--- config.mk ---
export PLATFORM = sky130hd
export DESIGN_NAME = rtg_reload_timer
export DESIGN_NICKNAME = d
export VERILOG_FILES = /design/src/hw/rtg_pkg.sv /design/src/hw/rtg_cnt_if.sv /design/src/hw/rtg_down_counter.sv /design/src/hw/rtg_pin_sense.sv /design/src/hw/rtg_reload_timer.sv
export SDC_FILE = /design/constraint.sdc
export NUM_CORES = 1
export LEC_CHECK = 0
export BUFFER_PORTS_ARGS = -buffer_cell sky130_fd_sc_hd__buf_4
export CORE_UTILIZATION = 40
export CTS_BUF_LIST = sky130_fd_sc_hd__clkbuf_16
export CTS_CLUSTER_SIZE = 12
export DETAILED_ROUTE_END_ITERATION = 8
export SYNTH_ARGS = -nofsm -noshare
export SYNTH_HDL_FRONTEND = slang
export SYNTH_SLANG_ARGS = --single-unit
--- constraint.sdc ---
create_clock -name clk_i -period 3.15 [get_ports clk_i]
set_clock_uncertainty 0.05 [all_clocks]
set_input_delay 0.315 -clock clk_i [delete_from_list [all_inputs] [get_ports clk_i]]
set_output_delay 0.315 -clock clk_i [all_outputs]
set_load 0.005 [all_outputs]
--- src/hw/rtg_pkg.sv ---
package rtg_pkg;

  ////////////////////////////////////////////////////////////////////////
  // timing: machine clock and trigger-to-load delays, in picoseconds
  localparam int CLK_PS = 25000; // 40 MHz machine clock
  localparam int SW_LOAD_PS = 25000; // 1T
  localparam int EXT_LOAD_MIN_PS = 50000; // 2T
  localparam int EXT_LOAD_MAX_PS = 62500; // 2.5T
  localparam int SW_LOAD_CYC = (SW_LOAD_PS + CLK_PS - 1) / CLK_PS;
  localparam int EXT_LOAD_MIN_CYC = (EXT_LOAD_MIN_PS + CLK_PS - 1) / CLK_PS;
  localparam int EXT_LOAD_MAX_CYC = EXT_LOAD_MAX_PS / CLK_PS;

  ////////////////////////////////////////////////////////////////////////
  // register map (byte offsets on the bus)
  localparam logic [7:0] CSR_OFF = 8'h00; // control_status_register
  localparam logic [7:0] RELOAD_OFF = 8'h04; // reload_value_register
  localparam logic [7:0] COUNT_OFF = 8'h08; // live counter value

  // control_status_register fields
  localparam int TRG_BIT = 0; // software_trigger_bit, reads zero
  localparam int COUNT_ENABLE_BIT_BIT = 1; // count_enable_bit
  localparam int UF_BIT = 2; // underflow_flag, write 0 clears
  localparam int UNDERFLOW_IRQ_ENABLE_BIT = 3; // underflow_irq_enable
  localparam int MODE_LSB = 4; // operation_mode_bits [6:4]
  localparam int MODE_W = 3;

  // reset values
  localparam logic [15:0] RELOAD_RST = 16'h0000;
  localparam logic [15:0] COUNT_RST = 16'h0000;
  localparam logic [2:0] MODE_RST = 3'h0;

  ////////////////////////////////////////////////////////////////////////
  // operation_mode_bits encodings
  localparam logic [2:0] MODE_SW = 3'h0; // software trigger only
  localparam logic [2:0] MODE_RISE = 3'h1; // pin rising edge
  localparam logic [2:0] MODE_FALL = 3'h2; // pin falling edge
  localparam logic [2:0] MODE_BOTH = 3'h3; // pin both edges
  localparam logic [2:0] MODE_GATE_LO = 3'h4; // gate, low active
  localparam logic [2:0] MODE_GATE_HI = 3'h5; // gate, high active

  // run state of the counter
  typedef enum logic [0:0] {
    RTG_IDLE = 1'b0,
    RTG_RUN = 1'b1
  } rtg_run_e;

  // true for the two gate modes
  function automatic logic rtg_is_gate(input logic [2:0] mode);
    return (mode == MODE_GATE_LO) || (mode == MODE_GATE_HI);
  endfunction

  // true when the seen pin edge is one the mode asks for
  function automatic logic rtg_edge_hit(input logic [2:0] mode,
                                        input logic rise,
                                        input logic fall);
    case (mode)
      MODE_RISE: return rise;
      MODE_FALL: return fall;
      MODE_BOTH: return rise | fall;
      default: return 1'b0;
    endcase
  endfunction

endpackage

--- src/hw/rtg_cnt_if.sv ---
// counter control bundle between the control logic and the down counter
interface rtg_cnt_if #(
  parameter int W = 16
);
  logic load; // load reload value this cycle
  logic dec; // count down this cycle
  logic [W-1:0] reload; // stored reload value
  logic [W-1:0] count; // current counter value
  logic underflow; // zero being counted past this cycle
  logic toggle; // toggle waveform state

  modport ctrl (output load, output dec, output reload,
                input count, input underflow, input toggle);
  modport cnt (input load, input dec, input reload,
               output count, output underflow, output toggle);
endinterface

--- src/hw/rtg_down_counter.sv ---
// down counter with reload on underflow and toggle output
module rtg_down_counter #(
  parameter int W = 16
) (
  // clock and reset
  input wire logic clk_i,
  input wire logic rst_i,
  // control bundle
  rtg_cnt_if.cnt c
);

  logic [W-1:0] count; // counter value
  logic toggle; // toggle waveform
  logic [W-1:0] next_count;
  logic next_toggle;

  initial begin
    if (W < 2 || W > 32) $error("rtg_down_counter: W out of range");
  end

  ////////////////////////////////////////////////////////////////////////
  // next counter value: load wins over counting
  always_comb begin
    next_count = count;
    next_toggle = toggle;
    if (c.load) begin
      next_count = c.reload;
    end else if (c.dec) begin
      if (count == '0) begin
        next_count = c.reload;
        next_toggle = ~toggle;
      end else begin
        next_count = count - W'(1);
      end
    end
  end

  always_ff @(posedge clk_i) begin
    if (rst_i) begin
      count <= rtg_pkg::COUNT_RST[W-1:0];
      toggle <= 1'b0;
    end else begin
      count <= next_count;
      toggle <= next_toggle;
    end
  end

  assign c.count = count;
  assign c.toggle = toggle;
  assign c.underflow = c.dec & ~c.load & (count == '0);

endmodule // rtg_down_counter

--- src/hw/rtg_pin_sense.sv ---
// samples the trigger input pin, gives a registered edge pulse and gate
module rtg_pin_sense (
  // clock and reset
  input wire logic clk_i,
  input wire logic rst_i,
  // pin and mode
  input wire logic pin_i,
  input wire logic [2:0] mode_i,
  // results
  output logic edge_o,
  output logic gate_active_o
);

  logic pin_now; // pin as sampled this cycle
  logic pin_old; // pin one cycle earlier
  logic edge_q; // registered valid edge pulse
  logic next_pin_now;
  logic next_pin_old;
  logic next_edge_q;

  ////////////////////////////////////////////////////////////////////////
  // edge detection from two samples, result registered once more
  always_comb begin
    next_pin_now = pin_i;
    next_pin_old = pin_now;
    next_edge_q = rtg_pkg::rtg_edge_hit(mode_i, pin_now & ~pin_old,
                                        ~pin_now & pin_old);
  end

  always_ff @(posedge clk_i) begin
    if (rst_i) begin
      pin_now <= 1'b0;
      pin_old <= 1'b0;
      edge_q <= 1'b0;
    end else begin
      pin_now <= next_pin_now;
      pin_old <= next_pin_old;
      edge_q <= next_edge_q;
    end
  end

  assign edge_o = edge_q;
  // active gate level chosen by the mode
  assign gate_active_o = (mode_i == rtg_pkg::MODE_GATE_HI) ? pin_now
                                                           : ~pin_now;

endmodule // rtg_pin_sense

--- src/hw/rtg_reload_timer.sv ---
// reload timer: wishbone registers, trigger and gate control
//
// The placing of the registers and the Wishbone slave port are this design's own decisions.
module rtg_reload_timer #(
  parameter int CNT_W = 16
) (
  // clock and reset
  input wire logic clk_i,
  input wire logic rst_i,
  // wishbone classic slave
  input wire logic cyc_i,
  input wire logic stb_i,
  input wire logic we_i,
  input wire logic [7:0] adr_i,
  input wire logic [3:0] sel_i,
  input wire logic [31:0] dat_i,
  output logic [31:0] dat_o,
  output logic ack_o,
  // timer pins
  input wire logic trigger_input_pin_i,
  output logic timer_output_pin_o,
  // interrupt request
  output logic irq_o
);

  // the upper reload byte lane needs at least nine counter bits
  initial begin
    if (CNT_W < 9 || CNT_W > 16) $error("rtg_reload_timer: bad CNT_W");
  end

  ////////////////////////////////////////////////////////////////////////
  // declarations
  rtg_cnt_if #(.W(CNT_W)) cif ();

  logic ack_q; // bus answer, one cycle after request
  logic [31:0] rdata; // registered read data
  logic count_enable_bit; // count_enable_bit
  logic uf; // underflow_flag
  logic underflow_irq_enable; // underflow_irq_enable
  logic [2:0] mode; // operation_mode_bits
  logic [CNT_W-1:0] reload; // reload_value_register
  logic sw_trig_q; // software trigger written last cycle
  rtg_pkg::rtg_run_e state; // counting started or not
  logic pin_edge; // valid trigger edge pulse
  logic gate_active; // gate pin at active level
  logic wr_hit; // write takes effect this edge
  logic wr_csr; // write to control register, low byte
  logic wr_rld; // write to reload register
  logic start; // trigger accepted this cycle
  logic gating; // mode is a gate mode

  logic next_ack_q;
  logic [31:0] next_rdata;
  logic next_count_enable_bit;
  logic next_uf;
  logic next_underflow_irq_enable;
  logic [2:0] next_mode;
  logic [CNT_W-1:0] next_reload;
  logic next_sw_trig_q;
  rtg_pkg::rtg_run_e next_state;

  ////////////////////////////////////////////////////////////////////////
  // sub-blocks
  rtg_pin_sense u_pin (
    .clk_i(clk_i),
    .rst_i(rst_i),
    .pin_i(trigger_input_pin_i),
    .mode_i(mode),
    .edge_o(pin_edge),
    .gate_active_o(gate_active)
  );

  rtg_down_counter #(.W(CNT_W)) u_cnt (
    .clk_i(clk_i),
    .rst_i(rst_i),
    .c(cif.cnt)
  );

  ////////////////////////////////////////////////////////////////////////
  // bus decode: write lands on the edge where ack is high
  assign wr_hit = cyc_i & stb_i & we_i & ack_q;
  assign wr_csr = wr_hit & sel_i[0] & (adr_i == rtg_pkg::CSR_OFF);
  assign wr_rld = wr_hit & (adr_i == rtg_pkg::RELOAD_OFF);

  // bus answer and read data
  always_comb begin
    next_ack_q = cyc_i & stb_i & ~ack_q;
    next_rdata = rdata;
    if (cyc_i & stb_i & ~ack_q) begin
      case (adr_i)
        rtg_pkg::CSR_OFF: begin
          next_rdata = 32'h0000_0000;
          next_rdata[rtg_pkg::COUNT_ENABLE_BIT_BIT] = count_enable_bit;
          next_rdata[rtg_pkg::UF_BIT] = uf;
          next_rdata[rtg_pkg::UNDERFLOW_IRQ_ENABLE_BIT] = underflow_irq_enable;
          next_rdata[rtg_pkg::MODE_LSB +: rtg_pkg::MODE_W] = mode;
        end
        rtg_pkg::RELOAD_OFF: next_rdata = 32'(reload);
        rtg_pkg::COUNT_OFF: next_rdata = 32'(cif.count);
        // unmapped: answered, reads zero
        default: next_rdata = 32'h0000_0000;
      endcase
    end
  end

  // register the answer and the read word
  always_ff @(posedge clk_i) begin
    if (rst_i) begin
      ack_q <= 1'b0;
      rdata <= 32'h0000_0000;
    end else begin
      ack_q <= next_ack_q;
      rdata <= next_rdata;
    end
  end

  assign ack_o = ack_q;
  assign dat_o = rdata;

  ////////////////////////////////////////////////////////////////////////
  // control and status register contents
  always_comb begin
    next_count_enable_bit = count_enable_bit;
    next_underflow_irq_enable = underflow_irq_enable;
    next_mode = mode;
    next_reload = reload;
    next_sw_trig_q = 1'b0;
    next_uf = uf;
    if (wr_csr) begin
      next_count_enable_bit = dat_i[rtg_pkg::COUNT_ENABLE_BIT_BIT];
      next_underflow_irq_enable = dat_i[rtg_pkg::UNDERFLOW_IRQ_ENABLE_BIT];
      next_mode = dat_i[rtg_pkg::MODE_LSB +: rtg_pkg::MODE_W];
      // trigger pulse, one cycle ahead of the load
      next_sw_trig_q = dat_i[rtg_pkg::TRG_BIT];
      // writing zero clears the flag, writing one leaves it
      if (!dat_i[rtg_pkg::UF_BIT]) begin
        next_uf = 1'b0;
      end
    end
    if (wr_rld) begin
      if (sel_i[0]) begin
        next_reload[7:0] = dat_i[7:0];
      end
      if (sel_i[1]) begin
        next_reload[CNT_W-1:8] = dat_i[CNT_W-1:8];
      end
    end
    // a new underflow wins over a clear in the same cycle
    if (cif.underflow) begin
      next_uf = 1'b1;
    end
  end

  // register the control fields and the trigger pulse
  always_ff @(posedge clk_i) begin
    if (rst_i) begin
      count_enable_bit <= 1'b0;
      uf <= 1'b0;
      underflow_irq_enable <= 1'b0;
      mode <= rtg_pkg::MODE_RST;
      reload <= rtg_pkg::RELOAD_RST[CNT_W-1:0];
      sw_trig_q <= 1'b0;
    end else begin
      count_enable_bit <= next_count_enable_bit;
      uf <= next_uf;
      underflow_irq_enable <= next_underflow_irq_enable;
      mode <= next_mode;
      reload <= next_reload;
      sw_trig_q <= next_sw_trig_q;
    end
  end

  ////////////////////////////////////////////////////////////////////////
  // trigger acceptance and run state
  assign gating = rtg_pkg::rtg_is_gate(mode);
  // gate modes start from software only; edge modes take both
  assign start = count_enable_bit & (sw_trig_q | (pin_edge & ~gating));

  always_comb begin
    next_state = state;
    case (state)
      rtg_pkg::RTG_IDLE: begin
        if (start) begin
          next_state = rtg_pkg::RTG_RUN;
        end
      end
      rtg_pkg::RTG_RUN: begin
        if (!count_enable_bit) begin
          next_state = rtg_pkg::RTG_IDLE;
        end
      end
      default: next_state = rtg_pkg::RTG_IDLE;
    endcase
  end

  // register the run state
  always_ff @(posedge clk_i) begin
    if (rst_i) begin
      state <= rtg_pkg::RTG_IDLE;
    end else begin
      state <= next_state;
    end
  end

  // counter drive: load on trigger, count while running and gate open
  assign cif.load = start;
  assign cif.dec = (state == rtg_pkg::RTG_RUN) & count_enable_bit &
                   (~gating | gate_active);
  assign cif.reload = reload;

  assign timer_output_pin_o = cif.toggle;
  assign irq_o = uf & underflow_irq_enable;
endmodule // rtg_reload_timer
# ---- Yosys cells after proc, flatten, opt, wreduce, memory -nomap -nowiden
# Index checks and enable logic that the tools add are counted.
dict set report op_classes {
  n_addsub 1
  n_eq_ne 8
  muxes 12
  bitwise 27
  n_reduce_logical 10
}
# operator count
set ops {}
lappend ops {{2-to-1 mux 16 bit} 3}
lappend ops {{one-hot mux 16 bit (3 select lines)} 1}
lappend ops {{AND 1 bit} 16}
lappend ops {{logical NOT 16 bit} 1}
lappend ops {{subtractor 16 x 1 -> 16 bit, second input constant} 1}
lappend ops {{== test 8 x 3 -> 1 bit, second input constant} 1}
lappend ops {{== test 8 x 4 -> 1 bit, second input constant} 1}
lappend ops {{logical NOT 8 bit} 1}
lappend ops {{NOT 1 bit} 8}
lappend ops {{== test 3 x 2 -> 1 bit, second input constant} 2}
lappend ops {{== test 3 bit, second input constant} 2}
lappend ops {{2-to-1 mux 1 bit} 6}
lappend ops {{AND reduction 2 bit} 3}
lappend ops {{nonzero test 2 bit} 2}
lappend ops {{== test 3 x 1 -> 1 bit, second input constant} 1}
lappend ops {{bitwise OR 1 bit} 3}
lappend ops {{one-hot mux 1 bit (3 select lines)} 1}
lappend ops {{AND reduction 3 bit} 1}
lappend ops {{!= test 2 x 1 -> 1 bit, second input constant} 1}
lappend ops {{one-hot mux 1 bit (2 select lines)} 1}
lappend ops {{OR reduction 2 bit} 1}
lappend ops {{logical OR 1 bit} 1}
dict set report word_totals {
  regBits 77
  out_inout_bits 35
}

# ---- Depth between registers and ports, before layout
dict set report depth {
  depth_word 11
  ltp_mapped 8
}

# ---- Hierarchy
# A second synthesis with hierarchy kept.
dict set report hier_totals {
  hier_cells 363
  area_unflattened_um2 3352.0
}
# module instances cells_per_inst area_each_um2
set modules_own_cells {}
lappend modules_own_cells {rtg_reload_timer 1 199 2004.4}
lappend modules_own_cells {rtg_down_counter 1 148 1189.9}
lappend modules_own_cells {rtg_pin_sense 1 16 157.7}

# ---- Least setup slack after synthesis
# OpenSTA, ideal clock, no wires.
dict set report synth_timing {
  path_kind {register -> register}
  startpoint {register u_cnt.count[0], in the netlist u_cnt.c.count[0]}
  endpoint {register u_cnt.count[12], in the netlist u_cnt.c.count[12]}
  setup_time_ns 0.103
  arrival_time_ns 2.141
  t_required_ns 2.997
  path_slack_ns 0.856
  path_stages_with_launch 9
  period_less_slack_ns 2.294
  path_cell_list {dfxtp_1 inv_1 ha_1 or4b_1 or4_4 buf_6 nand4_1 o21ai_1 a2111oi_2}
}
dict set report synth_via {
  elab_chain_len 4
  elab_cells_between_ends 5
}
# element line_no
set synth_rtl {}
lappend synth_rtl {{start: declaration} rtg_down_counter.sv:12} ;# logic [W-1:0] count;
lappend synth_rtl {{start signal: assignment} rtg_down_counter.sv:40} ;# count <= rtg_pkg::COUNT_RST[W-1:0];
lappend synth_rtl {{start signal: assignment} rtg_down_counter.sv:43} ;# count <= next_count;
lappend synth_rtl {{subtractor 16 x 1 -> 16 bit or logical NOT 16 bit (tied branches)} {rtg_down_counter.sv:33, rtg_down_counter.sv:29}}
lappend synth_rtl {{2-to-1 mux 16 bit *} rtg_down_counter.sv:29} ;# if (count == '0) begin
lappend synth_rtl {{2-to-1 mux 16 bit *} rtg_down_counter.sv:28} ;# end else if (c.dec) begin
lappend synth_rtl {{2-to-1 mux 16 bit *} rtg_down_counter.sv:26} ;# if (c.load) begin
# Mark *: on every way between the ends. The rest lies on a longest branch, timed or not. The select of a mux whose other input is x is not followed.
# A chain may end at the register's enable or synchronous reset.

# ---- Worst setup path after layout
dict set report layout_timing {
  startpoint {register u_cnt.count[0], in the netlist u_cnt.c.count[0]}
  endpoint {register u_cnt.count[1], in the netlist u_cnt.c.count[1]}
}
# The elaborated chain is that of the path after synthesis.

==> reports/qor.csv <==
metric,value,unit
cp-end-kind,register,
yosysMostFrequentCell,dfxtp_1,
min_from,trigger_input_pin_i,
whs,0.1432,ns
leakage,1.424,nW
grt_start_max_net_pins,57,
htreeDepth,3,
die_y,90.11,um
critPathMaxStageDelay,0.55,ns
reg2reg_slack,0.52,ns
design_area,3702,um^2
seq_area,1221,um^2
numCtsBuffers,9,
cts.path.max_buffers,2,
r2r-start,u_cnt.c.count[0],
postCtsSetupRepairBufs,0,
syn-mean-instance-area,8.723,um^2
cap_violations,0,
dp_hpwl,5.526,mm
dieArea,8120,um^2
setup_viol,0,
rows,31,
clock-root-buffer,clkbuf_16,
worstSetupPathType,reg2reg,
ys_warn_count,0,
syn-instance-count,356,
multiInputGateArea,1668,um^2
drt_iter0_markers,217,
hold_viol_final,0,
r2r-end,u_cnt.c.count[1],
crit_required,3.33,ns
slew_violations,0,
vias,2791,
port_buffers,50,
fin_crit,2.626,ns
fin_nets,451,
worstSetupStartpointType,register,
cp.arrival,2.81,ns
first_pass_iters,5,
min_to,u_pin.next_pin_old,
core-area,7370,um^2
area_delta_synth_final,19.22,%
ys_seq_area_share,39.32,%
cts_tree,yes,
die_x,90.11,um
max_freq,380.8,MHz
clkLatencyLatePin,0.33,ns
relSlewSlack,43.75,%
tightest_slew,0.8400,ns
synth_edf_count,0,
path_buf_inv,2,
grt_first_pass_wirelength,13.34,mm
fin_crit_sh,83.37,%
status,completed,
postRouteAntennaNets,0,
drive_above_1_share,20.25,%
crit_slowest_cell,nor4_1,
p_per_area,451.3,nW/um^2
cts.sinks,61,
grt_pass1_vias,2668,
setup_ws,0.5238,ns
pre_cts_ws,0.5627,ns
cp_top_family,simple AND/OR/NAND/NOR gates,
netlist_top_cells_area,"dfxtp_1 (39%), mux2i_1 (7.1%), nor2_1 (4.7%), buf_4 (4.1%), nand2_1 (3.5%)",
tns,0,ns
gp_congestion,0.8873,
ys_types,63,
whs_path_depth,2,
num_antenna_cells,0,
pin_count,85,
synth_commonest_cells,"dfxtp_1 (61), nor2_1 (39), nand2_1 (29), mux2i_1 (22), o21ai_0 (18)",
viasPerCell,5.593,
rsz0062_at_grt,no,
grt_antenna_before_repair,0,
synth_top_area_cell,dfxtp_1,
dpl-instance-area,3456,um^2
fillCellCount,724,
synth_area,3105,um^2
synth_ff_type,dfxtp_1,
ir_drop,0.2777,mV
reg2reg_depth,8,
ctsHoldBuffers,0,
initial_core_util,42.14,%
wl_per_cell,16.01,um
ys_ff_latch,61,
grt.overflow.total,0,
synth_top_area_share,39.32,%
crit_chain,inv_1 -> ha_1 -> or4b_1 -> nor4_1 -> buf_4 -> nor2_1 -> a22o_1 -> a211oi_1,
grt_util_all_layers,20.56,%
drc,0,
routed_wl,7.991,mm
power,1.671,mW
hold_class,in2reg,
cts.reportedPaths.clkPinSlew,0.05,ns
cts_resized,0,
path_max_fanout,10,
async_flop_share,0,%
-- sequential cells by signal, indices dropped and copies added (netlist names) --
| register | count |
|---|---|
| cif.reload | 16 |
| dat_o | 16 |
| u_cnt.c.count | 16 |
| mode | 3 |
| ack_o | 1 |
| count_enable_bit | 1 |
| state | 1 |
| sw_trig_q | 1 |
| u_cnt.c.toggle | 1 |
| u_pin.edge_o | 1 |
| u_pin.next_pin_old | 1 |
| u_pin.pin_old | 1 |
| uf | 1 |
| underflow_irq_enable | 1 |
-- area by class of cell --
class / count / share of cell area (%)
clock buffers: 9 / 6.083
flip-flops and latches: 61 / 32.98
multi-input cells: 262 / 45.05
repair buffers: 55 / 11.15
inverters: 8 / 0.8111
clock inverters: 5 / 0.5745
well taps: 99 / 3.346
-- worst max-delay path by stage --
stage,endpoint,cells past startpoint,slack [ns],startpoint
2_1_floorplan,u_cnt.c.count[12],8,0.86,u_cnt.c.count[0]
3_3_place_gp,u_cnt.c.count[14],7,0.63,u_cnt.c.count[0]
3_5_place_dp,u_cnt.c.count[1],8,0.56,u_cnt.c.count[0]
4_1_cts,u_cnt.c.count[1],8,0.54,u_cnt.c.count[0]
5_1_grt,u_cnt.c.count[1],8,0.29,u_cnt.c.count[0]
6_report,u_cnt.c.count[1],8,0.52,u_cnt.c.count[0]
-- metrics by stage --
stage	utilization (%)	instances
after floorplan	-	371
after detailed placement	46.89	485
after global routing	50.24	499
final	50.24	499
after global placement	46.89	485
after CTS	50.24	499
-- cells in the final DEF, fill, tap and decap left out, drive strengths merged, types with 3 or more instances in the layout --
| cell type | count |
|---|---|
| o21ai | 21 |
| or4 | 4 |
| nor3 | 11 |
| a222oi | 6 |
| nor2 | 39 |
| nand2 | 30 |
| mux2i | 22 |
| buf | 55 |
| o211ai | 3 |
| a21oi | 15 |
| a22oi | 11 |
| o32ai | 3 |
| ha | 4 |
| and2 | 3 |
| nor2b | 3 |
| dfxtp | 61 |
| a221oi | 8 |
| nand2b | 4 |
| nand3 | 7 |
| nand3b | 3 |
| nor3b | 3 |
| inv | 9 |
| nor4 | 7 |
| conb | 16 |
| clkbuf | 9 |
| clkinv | 4 |
-- report_power, final --
part | total, mW | switching [mW] | internal [mW] | leakage [nW]
sequential | 0.776 | 0.00115 | 0.775 | 0.492
combinational | 0.0650 | 0.0337 | 0.0313 | 0.806
clock | 0.830 | 0.320 | 0.510 | 0.127
-- logic make-up (layout without fill, tap and decap cells) --
family	after synthesis	after routing	synth area share, %
xor gates and xnor gates	2	2	0.5642
other	1	16	0.1208
buffers and inverters	48	77	8.944
muxes	22	22	7.091
AOI/OAI and AO/OA	89	89	20.99
DFF	61	61	39.32
and+or+nand+nor	129	129	21.35
adders and majority gates	4	4	1.612
-- routing by layer --
metal	routed length (um)	global-route usage, %
met5	0	0
met4	95	7.527
met3	504	5.668
met2	3765	31.55
met1	3625	27.45
Note: power is estimated with default switching activity, not from simulation.
